--- src/logic/smd_pkg.sv ---
// Purpose: Shared constants for the sync mode detection front end.
// Assumes: System clock of 40 MHz; counts are in measurement-clock ticks.
// Notes: Register indices are word addresses on the plain register port.
package smd_pkg;
  localparam int HCNT_W = 12;
  localparam int SEP_W = 8;
  localparam int DW = 16;
  localparam int AW = 2;
  localparam int SYS_CLK_HZ = 40000000;
  localparam int CLK_PERIOD_NS = 25;
  localparam int LINES_PER_MEAS = 4;
  localparam int V_PRESCALE = 76;
  localparam logic [HCNT_W-1:0] H_STATIC = 12'hFF0;
  localparam logic [HCNT_W-1:0] H_PRESENT = 12'hFC0;
  localparam logic [SEP_W-1:0] SEP_MAX = 8'hFF;
  localparam logic [1:0] LINE_LAST = 2'(LINES_PER_MEAS - 1);
  localparam logic [3:0] UP_FILT_HIT = 4'hF;
  localparam logic [1:0] DN_FILT_HIT = 2'h3;
  localparam logic [5:0] POL_TO_POS_LINES = 6'h24;
  localparam logic [5:0] POL_TO_NEG_LINES = 6'h3C;
  localparam logic [5:0] H_SETTLE_LINES = 6'h3D;
  localparam logic [2:0] V_SETTLE_FRAMES = 3'h5;
  localparam int SEP_SHIFT = 4;
  localparam int VQ_SHIFT = 2;
  localparam logic [AW-1:0] REG_CTRL = 2'h0;
  localparam logic [AW-1:0] REG_STATUS = 2'h1;
  localparam logic [AW-1:0] REG_HPER = 2'h2;
  localparam logic [AW-1:0] REG_VPER = 2'h3;
  localparam int CTRL_V_SOURCE_SELECT = 0;
  localparam int CTRL_HALVE = 1;
  localparam int CTRL_ACK = 2;
  localparam int ST_HPOL = 0;
  localparam int ST_HPRES = 1;
  localparam int ST_VPOL = 2;
  localparam int ST_HREADY = 3;
  localparam int ST_VREADY = 4;
  localparam int ST_IRQ = 5;
  localparam int ST_HUPD = 6;
endpackage

--- src/logic/smd_front_end.sv ---
// Purpose: Sync polarity correction, vertical sync separation and horizontal mode detection.
// Assumes: Sync pins are asynchronous; software uses the plain register port.
// Notes: Measurement clocks are one-cycle ticks on the system clock, not separate clocks.
//
// Contract
// - Horizontal measure clock is system clock, halved for the faster crystal choices.
// - Vertical measure clock is horizontal measure clock divided by seventy-six.
// - Horizontal period count spans four consecutive lines.
// - Horizontal sync is always turned positive-going using measured polarity.
// - Separation counter resets per processed pulse; samples sync at period/16.
// - Separation counter saturates at all ones, never wraps.
// - Separation counter restarts on every rising edge of processed horizontal sync.
// - Separated vertical sync follows composite level; low without composite sync.
// - Separated vertical sync lags the original window by a quarter line.
// - Period counter resets on each four-line pulse and at the upper threshold.
// - Period register loads only while the update enable is high.
// - Higher frequency needs fifteen comparisons in a 4-bit filter before interrupt.
// - Period count reaching 4080 means the horizontal input is static.
// - Lower, non-static frequency needs three comparisons in a 2-bit filter.
// - Change to static bypasses the filter and interrupts at once.
// - Presence flag set (no sync) when count hits upper threshold.
// - Presence flag cleared when measured count is below lower threshold.
// - Horizontal result usable only after about 61 lines or static detection.
// - Vertical polarity result valid only after five stable frames.
// - Source select picks vertical pin when clear, separated sync when set.
// - Horizontal polarity indicator reads 0 positive, 1 negative.
// - Polarity change interrupts after 36 lines to positive, 60 to negative.
// - Update enable high lets period and presence update; drops once stable.
module smd_front_end #(
  parameter int TOL = 1
) (
  input wire logic clk,
  input wire logic arst_n,
  input wire logic hsync_pin,
  input wire logic vsync_pin,
  input wire logic [smd_pkg::AW-1:0] addr,
  input wire logic [smd_pkg::DW-1:0] wdata,
  input wire logic wr,
  input wire logic rd,
  output logic [smd_pkg::DW-1:0] rdata,
  output logic hsync_out,
  output logic vsync_out,
  output logic vsep_out,
  output logic mode_irq
);
  localparam logic [6:0] V_DIV_LAST = 7'(smd_pkg::V_PRESCALE - 1);
  localparam logic [smd_pkg::HCNT_W-1:0] TOL_W = smd_pkg::HCNT_W'(TOL);

  // True when a exceeds b by more than the tolerance.
  function automatic logic beyond(input logic [smd_pkg::HCNT_W-1:0] a,
                                  input logic [smd_pkg::HCNT_W-1:0] b);
    beyond = (a > b) && ((a - b) > TOL_W);
  endfunction

  logic [1:0] sync1, sync2, sync3, pin_f;
  logic v_source_select, clk_halve;
  logic h_half;
  logic [6:0] vdiv;
  logic hs_d, hp_d, v_d;
  logic [1:0] line_cnt;
  logic [smd_pkg::HCNT_W-1:0] hcnt, hper, vcnt, vper;
  logic [smd_pkg::SEP_W-1:0] sep_cnt, hq_cnt;
  logic [3:0] up_cnt;
  logic [1:0] dn_cnt;
  logic [5:0] pol_cnt, settle_cnt;
  logic [2:0] v_frames;
  logic hpol, vpol, h_pres, h_update_enable, vsep, irq_pending, vpol_seen;

  wire [1:0] next_pin_f = (~(sync2 ^ sync3) & sync3) | ((sync2 ^ sync3) & pin_f);
  wire hs_f = pin_f[0];
  wire vs_f = pin_f[1];
  // Horizontal tick every cycle, or every other cycle when halved.
  wire h_measure_clock = ~clk_halve | h_half;
  wire v_measure_clock = h_measure_clock && (vdiv == V_DIV_LAST);
  wire hsync_p = hs_f ^ hpol;
  wire hs_rise = hs_f & ~hs_d;
  wire h_rise = hsync_p & ~hp_d;
  wire hp4 = h_rise && (line_cnt == smd_pkg::LINE_LAST);
  wire static_hit = h_measure_clock && (hcnt == smd_pkg::H_STATIC);
  // A static input already reported and settled does not interrupt again.
  wire static_evt = static_hit && !(h_pres && (settle_cnt == smd_pkg::H_SETTLE_LINES));
  wire faster = hp4 && beyond(hper, hcnt);
  wire slower = hp4 && beyond(hcnt, hper);
  wire [3:0] next_up = up_cnt + 4'h1;
  wire [1:0] next_dn = dn_cnt + 2'h1;
  wire trig_up = faster && (next_up == smd_pkg::UP_FILT_HIT);
  wire trig_dn = slower && (next_dn == smd_pkg::DN_FILT_HIT);
  wire [smd_pkg::SEP_W-1:0] quarter = smd_pkg::SEP_W'(hper >> smd_pkg::SEP_SHIFT);
  wire sep_sample = h_measure_clock && !h_rise && (quarter != '0) && (sep_cnt == quarter);
  wire pol_sample = h_measure_clock && !hs_rise && (quarter != '0) && (hq_cnt == quarter);
  wire pol_diff = pol_sample && !h_pres && (hs_f != hpol);
  wire [5:0] next_pol = pol_cnt + 6'h1;
  wire [5:0] pol_need = hpol ? smd_pkg::POL_TO_POS_LINES : smd_pkg::POL_TO_NEG_LINES;
  wire pol_evt = pol_diff && (next_pol == pol_need);
  wire h_ready = (settle_cnt == smd_pkg::H_SETTLE_LINES);
  wire v_ready = (v_frames == smd_pkg::V_SETTLE_FRAMES);
  wire v_int = v_source_select ? vsep : vs_f;
  wire v_rise = v_int & ~v_d;
  wire [smd_pkg::HCNT_W-1:0] vq = vper >> smd_pkg::VQ_SHIFT;
  wire v_stable = !beyond(vcnt, vper) && !beyond(vper, vcnt);
  wire h_load = h_update_enable && (hp4 || static_hit);
  wire h_stable = !beyond(hcnt, hper) && !beyond(hper, hcnt);
  wire ack = wr && (addr == smd_pkg::REG_CTRL) && wdata[smd_pkg::CTRL_ACK];
  wire mode_evt = trig_up || trig_dn || static_evt || pol_evt;
  wire [smd_pkg::DW-1:0] status_word = smd_pkg::DW'({h_update_enable, irq_pending, v_ready,
                                                      h_ready, vpol, h_pres, hpol});
  wire [smd_pkg::DW-1:0] ctrl_word = smd_pkg::DW'({clk_halve, v_source_select});
  wire [smd_pkg::DW-1:0] read_mux =
    (addr == smd_pkg::REG_CTRL) ? ctrl_word :
    (addr == smd_pkg::REG_STATUS) ? status_word :
    (addr == smd_pkg::REG_HPER) ? smd_pkg::DW'(hper) : smd_pkg::DW'(vper);

  // Pins pass three flops; a level is taken once the last two agree.
  always_ff @(posedge clk or negedge arst_n)
  begin
    if (!arst_n)
    begin
      sync1 <= '0;
      sync2 <= '0;
      sync3 <= '0;
      pin_f <= '0;
    end
    else
    begin
      sync1 <= {vsync_pin, hsync_pin};
      sync2 <= sync1;
      sync3 <= sync2;
      pin_f <= next_pin_f;
    end
  end

  // Register port and measurement clock prescalers.
  always_ff @(posedge clk or negedge arst_n)
  begin
    if (!arst_n)
    begin
      v_source_select <= 1'b0;
      clk_halve <= 1'b0;
      rdata <= '0;
      h_half <= 1'b0;
      vdiv <= '0;
    end
    else
    begin
      if (wr && (addr == smd_pkg::REG_CTRL))
      begin
        v_source_select <= wdata[smd_pkg::CTRL_V_SOURCE_SELECT];
        clk_halve <= wdata[smd_pkg::CTRL_HALVE];
      end
      rdata <= rd ? read_mux : '0;
      h_half <= clk_halve & ~h_half;
      if (h_measure_clock)
        vdiv <= (vdiv == V_DIV_LAST) ? '0 : vdiv + 7'h1;
    end
  end

  // Edge history, line grouping and the four-line period counter.
  always_ff @(posedge clk or negedge arst_n)
  begin
    if (!arst_n)
    begin
      hs_d <= 1'b0;
      hp_d <= 1'b0;
      v_d <= 1'b0;
      line_cnt <= '0;
      hcnt <= '0;
    end
    else
    begin
      hs_d <= hs_f;
      hp_d <= hsync_p;
      v_d <= v_int;
      if (h_rise)
        line_cnt <= line_cnt + 2'h1;
      if (hp4 || static_hit)
        hcnt <= '0;
      else if (h_measure_clock)
        hcnt <= hcnt + 12'h001;
    end
  end

  // Comparison filters, locked period, presence flag and update enable.
  always_ff @(posedge clk or negedge arst_n)
  begin
    if (!arst_n)
    begin
      up_cnt <= '0;
      dn_cnt <= '0;
      hper <= '0;
      h_pres <= 1'b1;
      h_update_enable <= 1'b0;
      settle_cnt <= '0;
    end
    else
    begin
      if (hp4)
      begin
        up_cnt <= (faster && !trig_up) ? next_up : '0;
        dn_cnt <= (slower && !trig_dn) ? next_dn : '0;
      end
      if (h_load)
        hper <= static_hit ? smd_pkg::H_STATIC : hcnt;
      if (static_hit)
        h_pres <= 1'b1;
      else if (h_load && (hcnt < smd_pkg::H_PRESENT))
        h_pres <= 1'b0;
      if (trig_up || trig_dn)
        h_update_enable <= 1'b1;
      else if (h_update_enable && hp4 && h_stable)
        h_update_enable <= 1'b0;
      // Settling restarts on every frequency change and ends after enough lines; a static input ends it at once.
      if (static_hit)
        settle_cnt <= smd_pkg::H_SETTLE_LINES;
      else if (trig_up || trig_dn)
        settle_cnt <= '0;
      else if (h_rise && !h_ready)
        settle_cnt <= settle_cnt + 6'h01;
    end
  end

  // Polarity measurement at a quarter line after each raw rising edge.
  always_ff @(posedge clk or negedge arst_n)
  begin
    if (!arst_n)
    begin
      hq_cnt <= '0;
      pol_cnt <= '0;
      hpol <= 1'b0;
    end
    else
    begin
      if (hs_rise)
        hq_cnt <= '0;
      else if (h_measure_clock && (hq_cnt != smd_pkg::SEP_MAX))
        hq_cnt <= hq_cnt + 8'h01;
      if (pol_evt)
      begin
        hpol <= hs_f;
        pol_cnt <= '0;
      end
      else if (pol_diff)
        pol_cnt <= next_pol;
      else if (pol_sample)
        pol_cnt <= '0;
    end
  end

  // Vertical sync separation from the processed horizontal sync.
  always_ff @(posedge clk or negedge arst_n)
  begin
    if (!arst_n)
    begin
      sep_cnt <= '0;
      vsep <= 1'b0;
    end
    else
    begin
      if (h_rise)
        sep_cnt <= '0;
      else if (h_measure_clock && (sep_cnt != smd_pkg::SEP_MAX))
        sep_cnt <= sep_cnt + 8'h01;
      if (h_pres)
        vsep <= 1'b0;
      else if (sep_sample)
        vsep <= hs_f;
    end
  end

  // Frame period, vertical polarity and frame settling.
  always_ff @(posedge clk or negedge arst_n)
  begin
    if (!arst_n)
    begin
      vcnt <= '0;
      vper <= '0;
      v_frames <= '0;
      vpol_seen <= 1'b0;
      vpol <= 1'b0;
    end
    else
    begin
      if (v_rise)
      begin
        vcnt <= '0;
        vper <= vcnt;
        if (!v_stable)
          v_frames <= '0;
        else if (!v_ready)
          v_frames <= v_frames + 3'h1;
      end
      else if (v_measure_clock && (vcnt != smd_pkg::H_STATIC))
        vcnt <= vcnt + 12'h001;
      if (v_measure_clock && (vq != '0) && (vcnt == vq))
        vpol_seen <= v_int;
      if (v_ready)
        vpol <= vpol_seen;
    end
  end

  // Outputs and the pending mode change flag; a new event beats the ack.
  always_ff @(posedge clk or negedge arst_n)
  begin
    if (!arst_n)
    begin
      hsync_out <= 1'b0;
      vsync_out <= 1'b0;
      vsep_out <= 1'b0;
      irq_pending <= 1'b0;
      mode_irq <= 1'b0;
    end
    else
    begin
      hsync_out <= hsync_p;
      vsync_out <= v_int ^ vpol;
      vsep_out <= vsep;
      irq_pending <= mode_evt | (irq_pending & ~ack);
      mode_irq <= mode_evt | (irq_pending & ~ack);
    end
  end

  a_sep_saturate: assert property (
    @(posedge clk) disable iff (!arst_n)
    (sep_cnt == smd_pkg::SEP_MAX) && !h_rise |=> (sep_cnt == smd_pkg::SEP_MAX))
    else $error("separation counter left its saturated value");

  a_hcnt_limit: assert property (
    @(posedge clk) disable iff (!arst_n)
    static_hit |=> (hcnt == '0) ##1 (hcnt <= 12'h001))
    else $error("period counter not cleared at upper threshold");

  a_hper_hold: assert property (
    @(posedge clk) disable iff (!arst_n)
    !h_update_enable |=> $stable(hper))
    else $error("period register changed without update enable");

  a_static_irq_now: assert property (
    @(posedge clk) disable iff (!arst_n)
    static_evt |=> mode_irq && h_pres && h_ready)
    else $error("static input did not raise interrupt at once");

  a_pres_clear: assert property (
    @(posedge clk) disable iff (!arst_n)
    h_update_enable && hp4 && (hcnt < smd_pkg::H_PRESENT) && !static_hit |=> !h_pres)
    else $error("presence flag not cleared below lower threshold");

  a_vsep_low: assert property (
    @(posedge clk) disable iff (!arst_n)
    h_pres |=> ##1 !vsep_out)
    else $error("separated sync not low without composite sync");

  a_v_source_select_route: assert property (
    @(posedge clk) disable iff (!arst_n)
    v_source_select && $stable(vpol) |=> (vsync_out == ($past(vsep) ^ $past(vpol))))
    else $error("vertical source select routed the wrong sync");

  a_hclk_half: assert property (
    @(posedge clk) disable iff (!arst_n)
    clk_halve && $past(clk_halve) && h_measure_clock |=> !h_measure_clock ##1 h_measure_clock)
    else $error("halved measure clock not every other cycle");

  a_vclk_spacing: assert property (
    @(posedge clk) disable iff (!arst_n)
    v_measure_clock |=> !v_measure_clock [*8])
    else $error("vertical measure clock ticks too often");

  a_irq_hold: assert property (
    @(posedge clk) disable iff (!arst_n)
    mode_irq && !ack |=> mode_irq)
    else $error("pending interrupt dropped without acknowledge");

  a_up_filter: assert property (
    @(posedge clk) disable iff (!arst_n)
    faster && (up_cnt != 4'hE) && !static_hit && !pol_evt && !trig_dn && !irq_pending
    |=> !mode_irq)
    else $error("higher frequency interrupted before fifteen counts");
endmodule

--- config.mk ---
export PLATFORM = sky130hd
export DESIGN_NAME = smd_front_end
export DESIGN_NICKNAME = d
export VERILOG_FILES = /design/src/logic/smd_pkg.sv /design/src/logic/smd_front_end.sv
export SDC_FILE = /design/constraint.sdc
export NUM_CORES = 1
export LEC_CHECK = 0
export BUFFER_PORTS_ARGS = -buffer_cell sky130_fd_sc_hd__buf_4
export CORE_ASPECT_RATIO = 1.1
export CORE_MARGIN = 3
export CORE_UTILIZATION = 45
export CTS_CLUSTER_SIZE = 14
export DETAILED_ROUTE_END_ITERATION = 8
export GPL_ROUTABILITY_DRIVEN = 1
export GPL_TIMING_DRIVEN = 0
export MAX_ROUTING_LAYER = met4
export PLACE_DENSITY = 0.62
export SETUP_SLACK_MARGIN = 0.3
export SLEW_MARGIN = 20
export SYNTH_ARGS = -nofsm -noshare
export SYNTH_HDL_FRONTEND = slang
export SYNTH_SLANG_ARGS = --single-unit
--- constraint.sdc ---
create_clock -name clk -period 2.8 [get_ports clk]
set_input_delay 0.42 -clock clk [delete_from_list [all_inputs] [get_ports clk]]
set_output_delay 0.42 -clock clk [all_outputs]
set_load 0.005 [all_outputs]
### Word-level counts from Yosys, hierarchy flattened

Index checks and enable logic that the tools add are counted.

* $add $sub $neg: 15
* magnitude comparators: 9
* eq/ne operators: 18
* muxes and demuxes: 32
* bitwise gates (word level): 20
* reductions and logical operators: 66

Operators with widths (count)
* 12-bit two-way mux: 9
* 12-bit by 1-bit > comparator with 1-bit output (second input constant): 4
* 12-bit > comparator: 4
* 12-bit subtractor: 4
* 1-bit logical AND: 38
* 6-bit two-way mux: 6
* 8-bit two-way mux: 4
* 12-bit by 1-bit adder with 12-bit output (second input constant): 2
* 8-bit by 1-bit adder with 8-bit output (second input constant): 2
* 8-bit equality test: 2
* 8-bit != test (second input constant): 2
* 2-bit nonzero test: 7
* 6-bit by 1-bit adder with 6-bit output (second input constant): 2
* 12-bit by 10-bit equality test with 1-bit output: 1
* 12-bit equality test (second input constant): 1
* 12-bit less-than comparator (second input constant): 1
* 12-bit != test (second input constant): 1
* 12-bit nonzero test: 1
* 1-bit zero test: 11
* 8-bit nonzero test: 1
* 7-bit by 1-bit adder with 7-bit output (second input constant): 1
* 7-bit equality test (second input constant): 1
* 1-bit two-way mux: 7
* 7-bit two-way mux: 1
* other kinds (27): 47

* register bits after elaboration: 129
* input port bits: 24
* output and inout bits: 20
* word-level logic and storage cells: 193

### Depth between registers and ports, before layout

* depth in word-level cells: 11
* depth in mapped cells: 12

### Worst setup path after synthesis

OpenSTA, ideal clock, no wires.

* path type: reg2reg
* start: register vcnt[3] in the netlist's numbering
* end: register v_frames[2]
* arrival time: 2764 ps
* slack: -51 ps
* stages on the path, launching flop included: 12
* path buffers: 1
* clock period less this slack: 2851 ps
* path through: dfrtp_1 clkbuf_1 inv_1 ha_1 a21o_1 or3_1 o211ai_2 a21boi_1 or3_1 a2111o_1 a22o_1 a211oi_2

* cells in the longest elaborated chain, start to end: 7
* elaborated cells between the ends (all ways): 14

Ends and longest elaborated chain
* from (decl): line smd_front_end.sv:61 `logic [smd_pkg::HCNT_W-1:0] hcnt, hper, vcnt, vper;`
* from (signal assigned): line smd_front_end.sv:292 `vcnt <= vcnt + 12'h001;`
* 12-bit subtractor: line smd_front_end.sv:52 `beyond = (a > b) && ((a - b) > TOL_W);`
* 12-bit by 1-bit > comparator with 1-bit output: line smd_front_end.sv:52
* 1-bit logical AND: line smd_front_end.sv:52
* 1-bit zero test: line smd_front_end.sv:100 `wire v_stable = !beyond(vcnt, vper) && !beyond(vper, vcnt);`
* 1-bit logical AND (*): line smd_front_end.sv:100
* 2-bit != test (no line)
* 2-bit AND reduction (no line)
* to (signal assigned): line smd_front_end.sv:289 `v_frames <= v_frames + 3'h1;`
* to (decl): line smd_front_end.sv:66 `logic [2:0] v_frames;`

Mark *: on every way between the ends. The rest lies on a longest branch, timed or not.
A chain may end at the register's enable or synchronous reset.

### Worst setup path in the final report

* start: register hcnt[0] in the netlist's numbering
* end: register irq_pending

* cells in the longest elaborated chain, start to end: 9
* elaborated cells between the ends (all ways): 19

Ends and longest elaborated chain
* from (decl): line smd_front_end.sv:61
* from (signal assigned): line smd_front_end.sv:178 `hcnt <= hcnt + 12'h001;`
* 12-bit subtractor: line smd_front_end.sv:52
* 12-bit by 1-bit > comparator with 1-bit output: line smd_front_end.sv:52
* 1-bit logical AND: line smd_front_end.sv:52
* 1-bit logical AND, on equally long branches: line smd_front_end.sv:82, smd_front_end.sv:83
* 1-bit logical AND, on equally long branches: line smd_front_end.sv:86, smd_front_end.sv:87
* 1-bit logical OR: line smd_front_end.sv:104 `wire mode_evt = trig_up || trig_dn || static_evt || pol_evt;`
* 1-bit logical OR (*) (2 in series): line smd_front_end.sv:104
* 1-bit bitwise OR (*): line smd_front_end.sv:316 `irq_pending <= mode_evt | (irq_pending & ~ack);`
* to (signal assigned): line smd_front_end.sv:316
* to (decl): line smd_front_end.sv:67 `logic hpol, vpol, h_pres, h_update_enable, vsep, irq_pending, vpol_seen;`

Marks and branches as above.

==> out/qor.txt <==
=================================================================================================================
Status ............................................................................................. finished with violations
Violated checks .................................................................................... negative setup slack
Post-route cell area ...............................................................................  11300 sq um
Proportion of register bits with asynchronous set or reset after synthesis .........................         100%
Clock power frac ...................................................................................        26.3%
Clock slew at reported path FFs ....................................................................      0.05 ns
Min cycle time layout ..............................................................................      2.85 ns
Inserted Clock Buffers .............................................................................           17
Total congestion overflow ..........................................................................            0
Yosys Warn Count ...................................................................................            0
Top post-synthesis cells by area ................................................................... dfrtp_1 36%, ha_1 9.0%, xnor2_1 5.2%, nand2_1 4.4%, nor2_1 4.3%
Share of Yosys cell area claimed by the top area cell type .........................................        36.1%
CTS Root Cell ......................................................................................    clkbuf_16
Site Rows ..........................................................................................           53
Peak supply drop ...................................................................................       469 uV
Layout cell share with drive strength beyond 1 .....................................................        27.0%
Number of ports placed on the die boundary .........................................................           44
Clock buffer depth .................................................................................            2
Power per unit of standard cell area ...............................................................  707 nW/um^2
GR Util All Layers .................................................................................        23.2%
Maximum fanout encountered on the critical timing path .............................................            4
Net Sw Power .......................................................................................      2.91 mW
Register area share after synthesis ................................................................        36.4%
Max-slew headroom ..................................................................................        51.1%
Main combinational cell family by area after synthesis ............................................. simple AND/OR/NAND/NOR gates
Final Hold Fails ...................................................................................            0
Post-Syn Area per Cell .............................................................................   8.61 sq um
Vias ...............................................................................................         7861
Signal arrival time at the worst endpoint ..........................................................      3.14 ns
Data required time of the worst path ...............................................................      3.09 ns
Maximum capacitance violations .....................................................................            0
Smallest setup slack after layout ..................................................................   -0.0486 ns
Design internal power ..............................................................................      5.10 mW
Average via count per standard cell ................................................................         5.57
Number of different library cells in the post-synthesis netlist ....................................           75
Initial antenna violation count ....................................................................            0
Avg WL per Cell ....................................................................................      17.1 um
Clock Sinks ........................................................................................          129
Pin count of the biggest net entering global routing ...............................................           77
Die span in x ......................................................................................       140 um
Tightest Hold Check Type ...........................................................................    in -> reg
Dominant register cell in the synthesized netlist ..................................................      dfrtp_1
1st-pass router iterations .........................................................................            5
Count of endpoints failing setup in the final report ...............................................            6
Worst setup slack for register-to-register paths ...................................................     -0.05 ns
TritonCTS clock tree ...............................................................................         done
Wire length of the first global-routing pass .......................................................     38800 um
Number of enable flip-flop cells after synthesis ...................................................            0
Non-filler instance count after layout .............................................................         1411
Netlist Area Pre-Place .............................................................................   8860 sq um
Maximum clock rate .................................................................................      351 MHz
Flop and latch count out of synthesis ..............................................................          129
Synth Area in Compound Gates .......................................................................        15.1%
Slew @ Worst Pin ...................................................................................     0.724 ns
DRC violations left ................................................................................            0
Kind of end point of the critical path .............................................................         flop
Leak ...............................................................................................      5.12 nW
Arithmetic-cell share of the synthesized area counting full adders, half adders and majority gates .        10.2%
Util after Layout ..................................................................................        58.9%
Number of pins with negative max-slew slack in the final report ....................................            0
Core area ..........................................................................................  19200 sq um
Setup Crit Path Kind ...............................................................................   reg -> reg
Simple-gate portion of the synthesized area ........................................................        20.8%
Cell type with the largest total area after synthesis ..............................................      dfrtp_1
Share of the clock period used by the worst path after layout ......................................         102%
Most common cell after layout, fill and taps aside .................................................      dfrtp_1
Post-DP HPWL .......................................................................................     17000 um
Gate count of the mapped netlist ...................................................................         1029
Filler cell count ..................................................................................         1708
Kind of start point of the critical path ...........................................................         flop
Net switching fraction of the power ................................................................        36.4%
Dpl cell area ......................................................................................   9560 sq um
Part of the power in combinational logic ...........................................................        42.6%
Leading cell types in the layout, fill and taps excluded ........................................... 109 x dfrtp_1, 102 x nand2_1, 100 x buf_4, 95 x nor2_1, 67 x o21ai_0
Routed wire length .................................................................................     24200 um
Area growth, synth to finish .......................................................................        27.8%
Final Net Count ....................................................................................         1244
Post-placement cell count ..........................................................................         1304
Mux share of post-synthesis cell area ..............................................................        3.22%
Sequential power share .............................................................................        31.2%
Antenna diodes .....................................................................................            0
Clock latency reported for the late side of the worst-skew pair ....................................      0.42 ns
Final setup skew ...................................................................................   0.00937 ns
GPL Wtd Cong .......................................................................................        0.935
Starting density of the core .......................................................................        46.1%
Xor/xnor cell area share of the yosys netlist ......................................................        8.80%
H-tree Lvls ........................................................................................            4
Number of port buffers .............................................................................           24
Chip height ........................................................................................       153 um
DRT iter0 DRCs .....................................................................................          411
Number of antenna-violating nets in the routed design ..............................................            0
Via count of the first global-routing pass .........................................................         7516
Die Area ...........................................................................................  21400 sq um
Unrepaired setup endpoints after global routing ....................................................          yes
=================================================================================================================
[layout make-up]
| class | instances | area (sq um) | area share [%] |
|---|---|---|---|
| clock inverters | 5 | 52.6 | 0.464 |
| clock buffers | 26 | 499 | 4.41 |
| repair buffers | 101 | 826 | 7.29 |
| multi-input cells | 782 | 5760 | 50.9 |
| inverters | 72 | 287 | 2.53 |
| flip-flops and latches | 129 | 3250 | 28.7 |
| well taps | 247 | 309 | 2.73 |
| plain buffers | 49 | 337 | 2.97 |
[cells by family (layout without fill, tap and decap cells)]
| logic type | after synthesis | in the layout |
|---|---|---|
| and+or+nand+nor | 381 | 381 |
| xor gates and xnor gates | 89 | 89 |
| adders and majority gates | 70 | 70 |
| other | 1 | 4 |
| buffers and inverters | 121 | 253 |
| muxes | 25 | 25 |
| DFF | 129 | 129 |
| AOI/OAI and AO/OA | 213 | 213 |
[power by group through the flow]
stage / combinational, mW / clock [mW] / sequential, mW
3_3_place_gp: 2.62 / 0 / 2.52
6_report: 3.41 / 2.10 / 2.49
2_1_floorplan: 2.11 / 0 / 2.44
5_1_grt: 3.77 / 2.23 / 2.53
4_1_cts: 3.29 / 2.14 / 2.47
3_5_place_dp: 2.66 / 0 / 2.52
[state kept, by name (all words and copies together), names as in the netlist, 2 cells and up, named ones only]
register	cells
hq_cnt	8
dn_cnt	2
up_cnt	4
vper	12
vdiv	7
line_cnt	2
sync3	2
settle_cnt	6
v_frames	3
sync2	2
pol_cnt	6
vcnt	12
rdata	12
hper	12
hcnt	12
sep_cnt	8
sync1	2
[timing repair]
action	4_1_cts	5_1_grt
setup endpoints to repair	50	47
pin swaps	30	26
setup buffers	58	16
hold buffers	1	0
endpoints found under the hold margin	52	0
gates resized for setup	126	53
cloned	0	1
[cell usage after synthesis, types with 4 or more instances]
| master | instances |
|---|---|
| a21oi_1 | 50 |
| or2_2 | 5 |
| nor2b_1 | 15 |
| xnor2_1 | 53 |
| a22oi_1 | 4 |
| o22ai_1 | 4 |
| nand2_1 | 105 |
| a211oi_1 | 8 |
| xor2_1 | 36 |
| nand3_1 | 30 |
| nor2_1 | 101 |
| nand3b_1 | 7 |
| buf_4 | 4 |
| ha_1 | 64 |
| mux2i_1 | 15 |
| nor3_1 | 26 |
| and2_1 | 5 |
| dfrtp_1 | 128 |
| nor4_1 | 17 |
| nand2b_1 | 12 |
| o2111ai_1 | 5 |
| a21o_1 | 11 |
| o21ai_0 | 75 |
| a31oi_1 | 6 |
| inv_1 | 71 |
| o211ai_1 | 4 |
| clkbuf_1 | 32 |
| or3_1 | 12 |
| and3_1 | 11 |
| fa_1 | 4 |
| nand4_1 | 22 |
| buf_2 | 11 |
| o21a_1 | 4 |
| mux2_2 | 8 |
[worst paths after layout]
kind                               end  startpoint  depth (start not counted)
min in group asynchronous      vper[9]      arst_n                          2
max in group asynchronous      hcnt[6]      arst_n                          3
min reg2reg                   sync2[0]    sync1[0]                          0
max reg2reg                irq_pending     hcnt[0]                         10
max                        irq_pending     hcnt[0]                         10
min                           sync1[1]   vsync_pin                          1
[critical path, cell delays in order (launching register included)]
cell,delay [ns]
dfrtp_2,0.44
ha_2,0.22
fa_2,0.34
nand2b_4,0.17
a21oi_4,0.18
a21oi_2,0.08
xnor2_1,0.13
nor4_2,0.41
and4_4,0.34
nor4_4,0.07
or3b_1,0.36
[stage by stage]
stage                     TNS, ns  hold WS (ns)  power [mW]  worst slack, ns
after floorplan                 0         0.124        4.55            0.156
after global placement      -3.09         0.332        5.14           -0.291
after detailed placement    -3.90         0.336        5.18           -0.314
after CTS                 -0.0303        0.0874        7.91          -0.0239
after global routing        -1.03        0.0967        8.53           -0.128
final                     -0.0954         0.106        8.01          -0.0486
[per-layer routing]
metal | track usage [%] | share of wire (%) | routed length [um]
met3 | 3.44 | 4.2 | 1030
met4 | 8.08 | 2.4 | 592
met1 | 31.2 | 46 | 11000
met2 | 35.9 | 48 | 11500
met5 | - | 0 | 0
Power figures use the tool's default switching activity.
